===== src/hdl/lcd_sysctl_map.vh =====
`ifndef LCD_SYSCTL_MAP_VH
`define LCD_SYSCTL_MAP_VH

// register indices
`define IDX_POWER_MODE 8'h01
`define IDX_CONTRAST_BIAS 8'h02
`define IDX_INT_MASK 8'h03
`define IDX_INT_STATUS 8'h04
`define IDX_KEY_CODE 8'h05
`define IDX_KEY_SCAN_CFG 8'h06
`define IDX_IO_DIR 8'h07
`define IDX_IO_OUT 8'h08
`define IDX_IO_IN 8'h09
`define IDX_IO_WAKE_EN 8'h0a
`define IDX_EL_TIMING 8'h0b
`define IDX_WRITE_MODE 8'h0c
`define IDX_DRV_POWER_A 8'h11
`define IDX_DRV_POWER_B 8'h12

// reset values
`define RST_POWER_MODE 8'h01
`define RST_DRV_POWER_A 8'h00
`define RST_DRV_POWER_B 8'h00
`define RST_CONTRAST_BIAS 8'h00
`define RST_INT_MASK 8'h00
`define RST_KEY_SCAN_CFG 8'h01
`define RST_IO_DIR 8'h00
`define RST_IO_OUT 8'h00
`define RST_IO_WAKE_EN 8'h00
`define RST_EL_TIMING 8'h00
`define RST_WRITE_MODE 8'h00

// field positions
`define BIT_BOOSTER 7
`define BIT_VREF_INT 6
`define BIT_REGULATOR 5
`define BIT_FOLLOWER 4
`define RATIO_MSB 5
`define RATIO_LSB 3
`define BCLK_MSB 7
`define BCLK_LSB 6
`define CURR_MSB 2
`define CURR_LSB 0
`define BIT_SLEEP_CTRL 0
`define BIT_PANEL_ON 1
`define BIT_SCAN_EN 7
`define BIT_EL_START 7
`define BIT_INT_RAM 0
`define BIT_INT_SCROLL 1
`define BIT_INT_KEY 2
`define BIT_KEY_HELD 7
`define BIT_KEY_LONG 5

// timing, clock in kHz
`define CLK_KHZ 50000
`define WAKE_TIME_MS 250
`define LONG_PRESS_MS 1000
`define SCAN_UNIT_MS 1
`define EL_SECOND_MS 1000

`endif


===== src/hdl/key_scanner.v =====
`include "lcd_sysctl_map.vh"

module key_scanner #(
   parameter UNIT_CYCLES = `SCAN_UNIT_MS * `CLK_KHZ,
   parameter LONG_CYCLES = `LONG_PRESS_MS * `CLK_KHZ
) (
   // clock and reset
   input wire clk,
   input wire rst,
   // control
   input wire run,
   input wire scan_en,
   input wire [3:0] scan_period,
   // matrix pins
   input wire [4:0] key_sense_in,
   output reg [3:0] key_strobe_out,
   // results
   output reg [7:0] key_code,
   output reg press_evt,
   output reg long_evt,
   output reg sense_any
);
   reg [4:0] sense_s1_reg;
   reg [4:0] sense_s2_reg;
   reg [25:0] unit_cnt_reg;
   reg [3:0] step_cnt_reg;
   reg [1:0] col_reg;
   reg [4:0] last_mem [0:3];
   reg [4:0] stable_mem [0:3];
   reg held_reg;
   reg [1:0] held_col_reg;
   reg [2:0] held_sense_reg;
   reg [25:0] long_cnt_reg;
   reg long_done_reg;
   reg any_next;
   reg [1:0] col_next;
   reg [2:0] sense_next;
   integer c;
   integer s;
   integer r;
   wire scanning = run && scan_en;
   wire unit_tick = (unit_cnt_reg == UNIT_CYCLES - 1);
   wire step_tick = unit_tick && (step_cnt_reg == scan_period);
   wire [4:0] sample = ~sense_s2_reg;
   wire [5:0] base = {1'b0, held_col_reg[1], 4'h0} + (held_col_reg[0] ? 6'h05 : 6'h00);

   // lowest code wins when several keys close together
   always @*
   begin
      any_next = 1'b0;
      col_next = 2'd0;
      sense_next = 3'd0;
      for (c = 3; c >= 0; c = c - 1)
         for (s = 4; s >= 0; s = s - 1)
            if (stable_mem[c][s])
            begin
               any_next = 1'b1;
               col_next = c[1:0];
               sense_next = s[2:0];
            end
   end

   always @(posedge clk)
   begin
      sense_s1_reg <= key_sense_in;
      sense_s2_reg <= sense_s1_reg;
      press_evt <= 1'b0;
      long_evt <= 1'b0;
      if (rst)
      begin
         unit_cnt_reg <= 26'd0;
         step_cnt_reg <= 4'd0;
         col_reg <= 2'd0;
         key_strobe_out <= 4'hf;
         for (r = 0; r < 4; r = r + 1)
         begin
            last_mem[r] <= 5'h00;
            stable_mem[r] <= 5'h00;
         end
         held_reg <= 1'b0;
         held_col_reg <= 2'd0;
         held_sense_reg <= 3'd0;
         long_cnt_reg <= 26'd0;
         long_done_reg <= 1'b0;
         key_code <= 8'h00;
         sense_any <= 1'b0;
      end
      else
      begin
         // strobes idle high when stopped, so a closed key pulls no line
         sense_any <= |sample;
         if (!scanning)
            key_strobe_out <= 4'hf;
         else
         begin
            unit_cnt_reg <= unit_tick ? 26'd0 : unit_cnt_reg + 26'd1;
            if (unit_tick)
               step_cnt_reg <= step_tick ? 4'd0 : step_cnt_reg + 4'd1;
            if (step_tick)
            begin
               // a change must repeat on the next full scan to count
               last_mem[col_reg] <= sample;
               if (sample == last_mem[col_reg])
                  stable_mem[col_reg] <= sample;
               col_reg <= col_reg + 2'd1;
               key_strobe_out <= ~(4'h1 << (col_reg + 2'd1));
            end
            if (!held_reg)
            begin
               if (any_next)
               begin
                  held_reg <= 1'b1;
                  held_col_reg <= col_next;
                  held_sense_reg <= sense_next;
                  long_cnt_reg <= 26'd0;
                  long_done_reg <= 1'b0;
                  key_code <= {1'b1, 1'b0,
                     {1'b0, col_next[1], 4'h0} + (col_next[0] ? 6'h05 : 6'h00)
                     + {3'b000, sense_next}};
                  press_evt <= 1'b1;
               end
            end
            else if (!stable_mem[held_col_reg][held_sense_reg])
            begin
               held_reg <= 1'b0;
               key_code[`BIT_KEY_HELD] <= 1'b0;
            end
            else if (!long_done_reg)
            begin
               if (long_cnt_reg == LONG_CYCLES - 1)
               begin
                  long_done_reg <= 1'b1;
                  key_code <= {2'b10, base + {3'b000, held_sense_reg} + 6'h20};
                  long_evt <= 1'b1;
               end
               else
                  long_cnt_reg <= long_cnt_reg + 26'd1;
            end
         end
      end
   end
endmodule // key_scanner


===== src/hdl/lcd_sysctl_keyscan_power.v =====
// What this block does
// - power-a bit 7 high turns the charge-pump booster on, low off.
// - power-a bit 6 high selects internal reference, low external.
// - power-a bit 5 switches the voltage regulator on or off.
// - power-a bit 4 switches the voltage follower on or off.
// - power-a sits at index 11h, written as index then data byte.
// - power-b bits 5..3 pick regulator ratio, 2x to 5x in half steps.
// - power-b at index 12h picks booster clock and driver current.
// - contrast-bias register picks LCD bias from 1/4 to 1/7.
// - panel-on bit low blanks driver, all common and segment lines grounded.
// - interrupts come from RAM write done, scroll shift and key press.
// - each source maskable; pending bits readable in a status register.
// - interrupt output active low until host clears the pending status.
// - scan a 4x5 matrix, four strobes, five senses, register-set period.
// - short codes 00h-04h, 05h-09h, 10h-14h, 15h-19h per strobe.
// - key held over one second interrupts and adds 20h to code.
// - key code shows short press, long press and release apart.
// - eight pins, each input or output, usable to wake the device.
// - two EL driver outputs, active time set by EL register.
// - write-mode bits pick one of three built-in ASCII tables.
// - sleep bit 0 stops display, blanks lines, strobes high, pins held.
// - wake by host writing bit 0 high, key activity or pin.
// - wake restarts oscillator for 250 ms before commands and panel.
`include "lcd_sysctl_map.vh"

module lcd_sysctl_keyscan_power #(
   parameter WAKE_CYCLES = `WAKE_TIME_MS * `CLK_KHZ,
   parameter SECOND_CYCLES = `EL_SECOND_MS * `CLK_KHZ,
   parameter LONG_CYCLES = `LONG_PRESS_MS * `CLK_KHZ,
   parameter SCAN_UNIT_CYCLES = `SCAN_UNIT_MS * `CLK_KHZ
) (
   // clock and reset
   input wire clk,
   input wire rst,
   // host port
   input wire cs_n,
   input wire rs,
   input wire wr_n,
   input wire rd_n,
   input wire [7:0] db_in,
   output reg [7:0] db_out,
   output reg db_oe,
   output reg host_ready,
   output reg int_n,
   // display side events
   input wire ram_write_done,
   input wire scroll_shift,
   // key matrix
   input wire [4:0] key_sense_in,
   output wire [3:0] key_strobe_out,
   // general pins
   input wire [7:0] io_in,
   output reg [7:0] io_out,
   output reg [7:0] io_oe,
   // power and driver controls
   output reg booster_en,
   output reg vref_internal_en,
   output reg regulator_en,
   output reg follower_en,
   output reg [2:0] reg_ratio,
   output reg [1:0] booster_clk_sel,
   output reg [2:0] drive_current,
   output reg [1:0] bias_sel,
   output reg panel_drive_on,
   output reg osc_run,
   output reg [1:0] font_table_select,
   // el driver
   output reg el_charge,
   output reg el_discharge
);
   localparam ST_RUN = 3'b001;
   localparam ST_SLEEP = 3'b010;
   localparam ST_WAKE = 3'b100;

   reg [2:0] state_reg;
   reg [2:0] state_next;
   reg cs_s1_reg, cs_s2_reg, rs_s1_reg, rs_s2_reg;
   reg wr_s1_reg, wr_s2_reg, wr_d_reg, rd_s1_reg, rd_s2_reg, rd_d_reg;
   reg [7:0] db_s1_reg, db_s2_reg, io_s1_reg, io_s2_reg;
   reg [7:0] index_reg;
   reg [7:0] power_mode_reg;
   reg [7:0] driver_power_enable_a_reg;
   reg [7:0] driver_power_tuning_b_reg;
   reg [7:0] contrast_bias_reg;
   reg [7:0] int_mask_reg;
   reg [2:0] int_status_reg;
   reg [2:0] int_status_next;
   reg [7:0] key_scan_cfg_reg;
   reg [7:0] io_dir_reg;
   reg [7:0] io_out_reg;
   reg [7:0] io_wake_en_reg;
   reg [7:0] el_timing_reg;
   reg [7:0] write_mode_reg;
   reg [23:0] wake_cnt_reg;
   reg [25:0] sec_cnt_reg;
   reg [4:0] el_sec_reg;
   reg [7:0] rd_data;
   wire [7:0] key_code;
   wire key_press_evt;
   wire key_long_evt;
   wire key_sense_any;

   // host strobes are asynchronous pins
   always @(posedge clk)
   begin
      cs_s1_reg <= cs_n;
      cs_s2_reg <= cs_s1_reg;
      rs_s1_reg <= rs;
      rs_s2_reg <= rs_s1_reg;
      wr_s1_reg <= wr_n;
      wr_s2_reg <= wr_s1_reg;
      wr_d_reg <= wr_s2_reg;
      rd_s1_reg <= rd_n;
      rd_s2_reg <= rd_s1_reg;
      rd_d_reg <= rd_s2_reg;
      db_s1_reg <= db_in;
      db_s2_reg <= db_s1_reg;
      io_s1_reg <= io_in;
      io_s2_reg <= io_s1_reg;
   end

   // write lands on the trailing edge of the write strobe
   wire wr_end = wr_s2_reg && !wr_d_reg && !cs_s2_reg;
   wire rd_start = !rd_s2_reg && rd_d_reg && !cs_s2_reg;
   wire is_run = (state_reg == ST_RUN);
   wire idx_write = wr_end && !rs_s2_reg && is_run;
   // only the wake command gets through while asleep
   wire wake_cmd = wr_end && rs_s2_reg && state_reg == ST_SLEEP
      && index_reg == `IDX_POWER_MODE && db_s2_reg[`BIT_SLEEP_CTRL];
   wire data_write = wr_end && rs_s2_reg && is_run;
   wire [7:0] io_wake_hits = io_s2_reg & io_wake_en_reg & ~io_dir_reg;
   wire sec_tick = (sec_cnt_reg == SECOND_CYCLES - 1);

   key_scanner #(
      .UNIT_CYCLES(SCAN_UNIT_CYCLES),
      .LONG_CYCLES(LONG_CYCLES)
   ) u_scan (
      .clk(clk),
      .rst(rst),
      .run(is_run),
      .scan_en(key_scan_cfg_reg[`BIT_SCAN_EN]),
      .scan_period(key_scan_cfg_reg[3:0]),
      .key_sense_in(key_sense_in),
      .key_strobe_out(key_strobe_out),
      .key_code(key_code),
      .press_evt(key_press_evt),
      .long_evt(key_long_evt),
      .sense_any(key_sense_any)
   );

   always @*
   begin
      case (state_reg)
         ST_RUN:
            state_next = (data_write && index_reg == `IDX_POWER_MODE
               && !db_s2_reg[`BIT_SLEEP_CTRL]) ? ST_SLEEP : ST_RUN;
         ST_SLEEP:
            state_next = (wake_cmd || key_sense_any || |io_wake_hits)
               ? ST_WAKE : ST_SLEEP;
         ST_WAKE:
            state_next = (wake_cnt_reg == WAKE_CYCLES - 1) ? ST_RUN : ST_WAKE;
         default:
            state_next = ST_RUN;
      endcase
   end

   // a new event beats a clear in the same cycle
   always @*
   begin
      int_status_next = int_status_reg;
      if (data_write && index_reg == `IDX_INT_STATUS)
         int_status_next = int_status_reg & ~db_s2_reg[2:0];
      int_status_next[`BIT_INT_RAM] = int_status_next[`BIT_INT_RAM] | ram_write_done;
      int_status_next[`BIT_INT_SCROLL] = int_status_next[`BIT_INT_SCROLL] | scroll_shift;
      int_status_next[`BIT_INT_KEY] = int_status_next[`BIT_INT_KEY]
         | key_press_evt | key_long_evt;
   end

   always @*
   begin
      case (index_reg)
         `IDX_POWER_MODE: rd_data = power_mode_reg;
         `IDX_DRV_POWER_A: rd_data = driver_power_enable_a_reg;
         `IDX_DRV_POWER_B: rd_data = driver_power_tuning_b_reg;
         `IDX_CONTRAST_BIAS: rd_data = contrast_bias_reg;
         `IDX_INT_MASK: rd_data = int_mask_reg;
         `IDX_INT_STATUS: rd_data = {5'h00, int_status_reg};
         `IDX_KEY_CODE: rd_data = key_code;
         `IDX_KEY_SCAN_CFG: rd_data = key_scan_cfg_reg;
         `IDX_IO_DIR: rd_data = io_dir_reg;
         `IDX_IO_OUT: rd_data = io_out_reg;
         `IDX_IO_IN: rd_data = io_s2_reg;
         `IDX_IO_WAKE_EN: rd_data = io_wake_en_reg;
         `IDX_EL_TIMING: rd_data = el_timing_reg;
         `IDX_WRITE_MODE: rd_data = write_mode_reg;
         default: rd_data = 8'h00;
      endcase
   end

   always @(posedge clk)
   begin
      if (rst)
      begin
         state_reg <= ST_RUN;
         index_reg <= 8'h00;
         power_mode_reg <= `RST_POWER_MODE;
         driver_power_enable_a_reg <= `RST_DRV_POWER_A;
         driver_power_tuning_b_reg <= `RST_DRV_POWER_B;
         contrast_bias_reg <= `RST_CONTRAST_BIAS;
         int_mask_reg <= `RST_INT_MASK;
         int_status_reg <= 3'b000;
         key_scan_cfg_reg <= `RST_KEY_SCAN_CFG;
         io_dir_reg <= `RST_IO_DIR;
         io_out_reg <= `RST_IO_OUT;
         io_wake_en_reg <= `RST_IO_WAKE_EN;
         el_timing_reg <= `RST_EL_TIMING;
         write_mode_reg <= `RST_WRITE_MODE;
         wake_cnt_reg <= 24'd0;
         db_out <= 8'h00;
         db_oe <= 1'b0;
      end
      else
      begin
         state_reg <= state_next;
         int_status_reg <= int_status_next;
         wake_cnt_reg <= (state_reg == ST_WAKE) ? wake_cnt_reg + 24'd1 : 24'd0;
         if (state_reg == ST_SLEEP && state_next == ST_WAKE)
            power_mode_reg[`BIT_SLEEP_CTRL] <= 1'b1;
         if (idx_write)
            index_reg <= db_s2_reg;
         if (rd_start)
            db_out <= rs_s2_reg ? rd_data : index_reg;
         db_oe <= !cs_s2_reg && !rd_s2_reg;
         if (data_write)
         begin
            case (index_reg)
               `IDX_POWER_MODE: power_mode_reg <= db_s2_reg;
               `IDX_DRV_POWER_A: driver_power_enable_a_reg <= db_s2_reg;
               `IDX_DRV_POWER_B: driver_power_tuning_b_reg <= db_s2_reg;
               `IDX_CONTRAST_BIAS: contrast_bias_reg <= db_s2_reg;
               `IDX_INT_MASK: int_mask_reg <= db_s2_reg;
               `IDX_KEY_SCAN_CFG: key_scan_cfg_reg <= db_s2_reg;
               `IDX_IO_DIR: io_dir_reg <= db_s2_reg;
               `IDX_IO_OUT: io_out_reg <= db_s2_reg;
               `IDX_IO_WAKE_EN: io_wake_en_reg <= db_s2_reg;
               `IDX_EL_TIMING: el_timing_reg <= db_s2_reg;
               `IDX_WRITE_MODE: write_mode_reg <= db_s2_reg;
               default: index_reg <= index_reg;
            endcase
         end
      end
   end

   // booster, regulator and follower drop out of sleep together with the panel; the reference select does not
   always @(posedge clk)
   begin
      if (rst)
      begin
         booster_en <= 1'b0;
         vref_internal_en <= 1'b0;
         regulator_en <= 1'b0;
         follower_en <= 1'b0;
         reg_ratio <= 3'd0;
         booster_clk_sel <= 2'd0;
         drive_current <= 3'd0;
         bias_sel <= 2'd0;
         panel_drive_on <= 1'b0;
         osc_run <= 1'b1;
         font_table_select <= 2'd0;
         host_ready <= 1'b1;
         int_n <= 1'b1;
         io_out <= 8'h00;
         io_oe <= 8'h00;
      end
      else
      begin
         booster_en <= is_run && driver_power_enable_a_reg[`BIT_BOOSTER];
         vref_internal_en <= driver_power_enable_a_reg[`BIT_VREF_INT];
         regulator_en <= is_run && driver_power_enable_a_reg[`BIT_REGULATOR];
         follower_en <= is_run && driver_power_enable_a_reg[`BIT_FOLLOWER];
         reg_ratio <= driver_power_tuning_b_reg[`RATIO_MSB:`RATIO_LSB];
         booster_clk_sel <= driver_power_tuning_b_reg[`BCLK_MSB:`BCLK_LSB];
         drive_current <= driver_power_tuning_b_reg[`CURR_MSB:`CURR_LSB];
         bias_sel <= contrast_bias_reg[1:0];
         // low grounds every common and segment line
         panel_drive_on <= is_run && power_mode_reg[`BIT_PANEL_ON];
         osc_run <= (state_next != ST_SLEEP);
         font_table_select <= write_mode_reg[1:0];
         host_ready <= (state_next == ST_RUN);
         int_n <= ~|(int_status_next & int_mask_reg[2:0]);
         // pins keep their last levels through sleep
         if (is_run)
         begin
            io_out <= io_out_reg;
            io_oe <= io_dir_reg;
         end
      end
   end

   // el timing: code 0 is one second, code n is 2n seconds
   always @(posedge clk)
   begin
      if (rst)
      begin
         sec_cnt_reg <= 26'd0;
         el_sec_reg <= 5'd0;
         el_charge <= 1'b0;
         el_discharge <= 1'b0;
      end
      else
      begin
         sec_cnt_reg <= sec_tick ? 26'd0 : sec_cnt_reg + 26'd1;
         if (data_write && index_reg == `IDX_EL_TIMING && db_s2_reg[`BIT_EL_START])
         begin
            el_charge <= 1'b1;
            el_discharge <= 1'b0;
            el_sec_reg <= (db_s2_reg[3:0] == 4'h0) ? 5'd1 : {db_s2_reg[3:0], 1'b0};
            sec_cnt_reg <= 26'd0;
         end
         else if (sec_tick)
         begin
            if (el_charge)
            begin
               if (el_sec_reg == 5'd1)
               begin
                  el_charge <= 1'b0;
                  el_discharge <= 1'b1;
               end
               else
                  el_sec_reg <= el_sec_reg - 5'd1;
            end
            else
               el_discharge <= 1'b0;
         end
      end
   end
endmodule // lcd_sysctl_keyscan_power


===== config.mk =====
export PLATFORM = sky130hd
export DESIGN_NAME = lcd_sysctl_keyscan_power
export DESIGN_NICKNAME = d
export VERILOG_FILES = /design/src/hdl/key_scanner.v /design/src/hdl/lcd_sysctl_keyscan_power.v
export VERILOG_INCLUDE_DIRS = /design/src /design/src/hdl
export SDC_FILE = /design/constraint.sdc
export NUM_CORES = 1
export LEC_CHECK = 0
export ABC_CLOCK_PERIOD_IN_PS = 6000
export BUFFER_PORTS_ARGS = -buffer_cell sky130_fd_sc_hd__buf_4
export CAP_MARGIN = 20
export CORE_ASPECT_RATIO = 0.6
export CORE_MARGIN = 2
export CORE_UTILIZATION = 55
export DETAILED_ROUTE_END_ITERATION = 7
export PLACE_DENSITY = 0.78
export SYNTH_ARGS = -nofsm -noshare
export SYNTH_HDL_FRONTEND = slang
export SYNTH_SLANG_ARGS = --single-unit

===== constraint.sdc =====
create_clock -name clk -period 6 [get_ports clk]
set_input_delay 0.6 -clock clk [delete_from_list [all_inputs] [get_ports clk]]
set_output_delay 0.6 -clock clk [all_outputs]
set_load 0.005 [all_outputs]

==> results.txt, run 1 <==
synthesized-area fraction occupied by adder cells: 1.35%
wire per inst: 19.4 um
most frequent cell after synthesis: dfxtp_1
pwr/cell area: 286 nW/um2
CTS sink cnt: 379
RSZ-0062 raised after global routing: false
Via Count: 13128
setup TNS: 0 ns
met3 wire length: 5180 um
Min-Delay Path Class: in2reg
largest fanout on the critical path: 15
crit-path cells: or4_1, or4_4, nor3_4, nand4_2, o31ai_1
FFs w/ async S/R, synth: 0%
Routed Antenna Nets: 0
first-pass GRT wire length: 65300 um
fin. max-slew vios: 0
uppermost routed layer: met4
Synth Area in Compound Gates: 11.5%
final worst setup slack: 2.63 ns
Peak VDD IR: 0.196 mV
final setup skew: 0.0205 ns
Peak Freq: 297 MHz
Slowest cell on crit path: o31ai_1
status: completed
hold path cells: 1
largest stage delay on the critical path: 0.67 ns
Seq/Total Area, Yosys: 50.5%
leakage: 0.00627 uW
CTS root buffer: clkbuf_16
Tmin final: 3.37 ns
post-CTS resize count: 0
Critical R2R Launch: u_scan.unit_cnt_reg[7]
Rel. slew slack: 25.0%
Die Wd: 223 um
Worst R2R End: u_scan.stable_mem[0][4]
Hold EP: db_s1_reg[7]
post-CTS setup buffers: 0
Post-Synth Simple-Gate Area: 23.3%
R2R Setup Slk: 2.63 ns
num rows: 48
antenna cells: 0
DRC viols: 0
synthesized flop and latch total: 379
Top Ports: 80
P&R area growth vs syn: 12.8%
Post-Synthesis Cell Area: 15800 um2
grt ovf: 0
EDFF count, synth: 40
share of layout cells above drive strength 1: 11.2%
Yosys top cell area share: 42.9%
die area: 30200 um2
fin nets: 1799
yosys warns: 0
maximum buffer depth of the clock tree: 3
DP HPWL: 28900 um
area leader, netlist: dfxtp_1
most instantiated cells after synthesis: dfxtp_1, nand2_1, nor2_1
core area: 28500 um2
Routed WL: 41800 um
synthesized area per cell: 9.23 um2
post-synthesis mux area share: 5.73%
hold path startpoint: db_in[7]
cell count after synthesis: 1714
Syn Nets: 1760
die height: 135 um
Worst-path clk slew: 0.06 ns
Tot GR Track Use: 27.2%
H-tree lvl count: 2
xor/xnor share of the synthesized area: 4.65%
pin count of the biggest net entering global routing: 84
critical path endpoint category: flip-flop
1st-pass router iterations: 8
post-DR vias/cell: 6.09
largest family of logic cells by synthesized area: simple AND/OR/NAND/NOR gates
CP startpoint kind: flip-flop
final hold vios: 0
pre-CTS WS: 2.69 ns
Initial Util: 55.4%
number of max-cap violations: 0
CTS hold repair buffers: 0
TritonCTS clock tree: built
Main synth FF type: dfxtp_1
worst skew pair latency: 0.54 ns
worst-margin pin slew: 1.12 ns
Final Setup Violations: 0
initial antenna violation count: 0
Met2 Routed Length: 16800 um
number of global-route vias before repair: 11974
DRT iter0 DRCs: 1709
Final Wtd Congestion: 0.953
cts bufs inserted: 35
WP data required: 6.15 ns
fin crit share: 56.1%
# port buffers: 79
Crit Path Class: reg2reg
met1 WL: 19200 um
R2R depth: 5
Area contributors post-synth: dfxtp_1, edfxtp_1, nand2_1
Distinct cells, synth: 78
CP arrival: 3.52 ns
==> cell usage in the layout, fill, tap and decap left out, drive strengths merged, types with 15 or more instances in the layout <==
cell type  instances
inv               28
nor3              38
buf               94
o21ai             29
or3               17
and2              16
and3              29
xor2              46
xnor2             38
a22oi             17
dfxtp            339
nand2            231
mux2i             50
nor2b             20
nor2             213
clkbuf            48
nand3             61
edfxtp            40
nand4             42
o31ai             17
nor4              15
a21oi            132
ha                17
or4               22
==> stage by stage <==
step | util (%) | total power (uW) | hold slack (ns) | cell area (um2) | std cells
CTS | 62.5 | 5130 | 0.147 | 17800 | 2154
finish | 62.5 | 5110 | 0.159 | 17800 | 2154
detailed placement | 58.3 | 2810 | 0.312 | 16600 | 2091
global route | 62.5 | 5250 | 0.151 | 17800 | 2154
floorplan | - | 2750 | 0.310 | 15800 | 1714
global placement | 58.2 | 2800 | 0.310 | 16600 | 2090
==> kinds of logic after synthesis <==
group | Yosys count
AND/OR/NAND/NOR | 757
flip-flops | 379
AO/OA/AOI/OAI | 287
buffers and inverters | 117
XOR/XNOR | 84
multiplexers | 73
adder cells (fa/ha/maj) | 17
==> how the worst max path moves through the flow <==
| stage | cells past startpoint | end | slack, ns | start |
|---|---|---|---|---|
| 2_1_floorplan | 5 | u_scan.stable_mem[0][0] | 3.29 | u_scan.unit_cnt_reg[7] |
| 3_3_place_gp | 5 | u_scan.stable_mem[0][0] | 2.76 | u_scan.unit_cnt_reg[7] |
| 3_5_place_dp | 5 | u_scan.stable_mem[0][2] | 2.69 | u_scan.unit_cnt_reg[7] |
| 4_1_cts | 5 | u_scan.stable_mem[0][1] | 2.65 | u_scan.unit_cnt_reg[7] |
| 5_1_grt | 5 | u_scan.stable_mem[0][1] | 2.47 | u_scan.unit_cnt_reg[7] |
| 6_report | 5 | u_scan.stable_mem[0][4] | 2.63 | u_scan.unit_cnt_reg[7] |
==> final cells by class <==
type                            count  area [um2]
Clock buffer                       48        1020
Clock inverter                     15         195
Fill cell                        2362       10700
Inverter                           25        93.8
Multi-Input combinational cell   1218        7360
Sequential cell                   379        7990
Tap cell                          375         469
Timing Repair Buffer               94         713
==> power by group <==
group          leakage [uW]  internal, uW  switching [uW]  total, uW
registers           0.00316          2590            48.9       2640
clock network      0.000594          1370             983       2350
logic               0.00251          42.3            76.2        118
total               0.00627          4000            1110       5110
==> critical path, delay by kind of cell, from the launching register on <==
| kind | cells | cell delay, ns |
|---|---|---|
| compound gates | 1 | 0.67 |
| flops | 1 | 0.36 |
| simple gates | 4 | 1.97 |
==> per-layer routing <==
layer,GRT usage [%],up-vias
li1,-,6162
met2,37.6,687
met4,6.75,0
met5,0,-
met1,41.2,6209
met3,7.96,70
(Power assumes the default switching activity.)
==> run 2: changes to the inputs <==
Settings changed: ABC_AREA from default to 1, ABC_CLOCK_PERIOD_IN_PS 6000 to 2950, PLACE_DENSITY 0.78 to 0.8.
Clock period 6 ns to 2.95 ns, I/O delays scaled along.
==> results.txt, run 2 <==
status: completed
DP HPWL: 32200 um
final hold vios: 0
die height: 140 um
most instantiated cells after synthesis: nand2_1, dfxtp_1, nor2_1
Via Count: 15680
CP startpoint kind: flip-flop
H-tree lvl count: 2
grt ovf: 0
share of layout cells above drive strength 1: 9.70%
# port buffers: 79
Crit Path Class: reg2reg
fin nets: 2412
first-pass GRT wire length: 72200 um
fin. max-slew vios: 0
CTS sink cnt: 379
wire per inst: 16.3 um
Peak VDD IR: 0.411 mV
TritonCTS clock tree: built
Tmin final: 2.62 ns
pwr/cell area: 546 nW/um2
fin crit share: 88.7%
Main synth FF type: dfxtp_1
initial antenna violation count: 0
R2R Setup Slk: 0.33 ns
post-DR vias/cell: 5.60
Tot GR Track Use: 27.6%
worst skew pair latency: 0.54 ns
CP arrival: 2.80 ns
leakage: 0.00763 uW
Initial Util: 56.3%
DRC viols: 0
1st-pass router iterations: 7
maximum buffer depth of the clock tree: 3
Syn Nets: 2326
worst-margin pin slew: 0.867 ns
final setup skew: 0.0187 ns
Seq/Total Area, Yosys: 47.0%
Worst-path clk slew: 0.06 ns
Min-Delay Path Class: in2reg
core area: 30200 um2
Die Wd: 231 um
area leader, netlist: dfxtp_1
post-CTS setup buffers: 0
final worst setup slack: 0.333 ns
FFs w/ async S/R, synth: 0%
CTS root buffer: clkbuf_16
most frequent cell after synthesis: nand2_1
Final Wtd Congestion: 0.971
die area: 32300 um2
cts bufs inserted: 35
pin count of the biggest net entering global routing: 67
Routed WL: 45600 um
number of global-route vias before repair: 14172
commonest non-fill, non-tap cell in the layout: nand2_1
WP data required: 3.14 ns
P&R area growth vs syn: 13.9%
Routed Antenna Nets: 0
pre-CTS WS: 0.293 ns
DRT iter0 DRCs: 1904
EDFF count, synth: 40
num rows: 49
cell count after synthesis: 2280
RSZ-0062 raised after global routing: false
antenna cells: 0
Distinct cells, synth: 54
Area contributors post-synth: dfxtp_1, nand2_1, edfxtp_1
yosys warns: 0
synthesized area per cell: 7.45 um2
# fillers: 2582
Top Ports: 80
Peak Freq: 382 MHz
setup TNS: 0 ns
hold_ws: 0.0533 ns
most frequent cells in the layout: nand2_1, dfxtp_1, nor2_1
synthesized flop and latch total: 379
largest fanout on the critical path: 11
Util after Layout: 64.1%
Rel. slew slack: 42.2%
Final Setup Violations: 0
Post-Synthesis Cell Area: 17000 um2
critical path endpoint category: flip-flop
Yosys top cell area share: 40.0%
number of max-cap violations: 0
==> run 2: per-stage QoR <==
step / instance area (um2) / total power (uW) / std cells
finish: 19300 / 10600 / 2800
global route: 19300 / 10900 / 2800
floorplan: 17000 / 5640 / 2280
detailed placement: 17900 / 5780 / 2712
CTS: 19300 / 10600 / 2800
global placement: 17900 / 5770 / 2712
==> run 2: power by group <==
group / total [uW] / internal [uW] / switching [uW]
Clock: 4860 / 2810 / 2050
Combinational: 359 / 125 / 234
Sequential: 5350 / 5280 / 66.2
Total: 10600 / 8210 / 2350
==> run 2: routing by layer <==
metal,global-route usage (%),vias up,wire length [um]
met4,7.06,0,831
li1,-,7605,-
met1,42.0,7193,21000
met5,0,-,0
met2,39.3,809,18500
met3,5.82,73,5200
==> run 2: final timing paths <==
kind,from,end,cells past startpoint
hold / removal,ram_write_done,int_status_reg[0],3
hold reg to reg,db_s1_reg[2],db_s2_reg[2],0
setup / recovery,flip-flop,u_scan.stable_mem[1][1],8
setup reg to reg,flip-flop,u_scan.stable_mem[1][1],8
==> run 2: kinds of logic after synthesis <==
logic type | count (synthesis) | synth area share, %
flip-flops | 379 | 47.0
AND/OR/NAND/NOR | 1116 | 29.7
XOR/XNOR | 38 | 1.96
AO/OA/AOI/OAI | 389 | 12.0
adder cells (fa/ha/maj) | 17 | 1.25
buffers and inverters | 341 | 8.10
==> run 2: critical path, stage by stage (launching register included) <==
cell	delay (ns)
dfxtp_1	0.50
clkinv_1	0.32
nand2_1	0.17
nand3_1	0.11
nand2_1	0.10
xor2_1	0.10
nor3_4	0.38
nand2_1	0.16
o21ai_1	0.41
==> run 2: layout make-up <==
| class | instances | area (um2) | share of cell area, % |
|---|---|---|---|
| flip-flops and latches | 379 | 7990 | 41.3 |
| multi-input cells | 1560 | 7620 | 39.4 |
| repair buffers | 126 | 1010 | 5.21 |
| inverters | 264 | 995 | 5.14 |
| clock buffers | 46 | 978 | 5.06 |
| well taps | 408 | 510 | 2.64 |
| clock inverters | 17 | 244 | 1.26 |
==> run 2: repair_timing <==
item / in CTS / in global routing
endpoints found under the hold margin: 25 / 0
endpoints found under the setup margin: 0 / 5
gates resized for setup: 0 / 1
hold buffers: 25 / 0
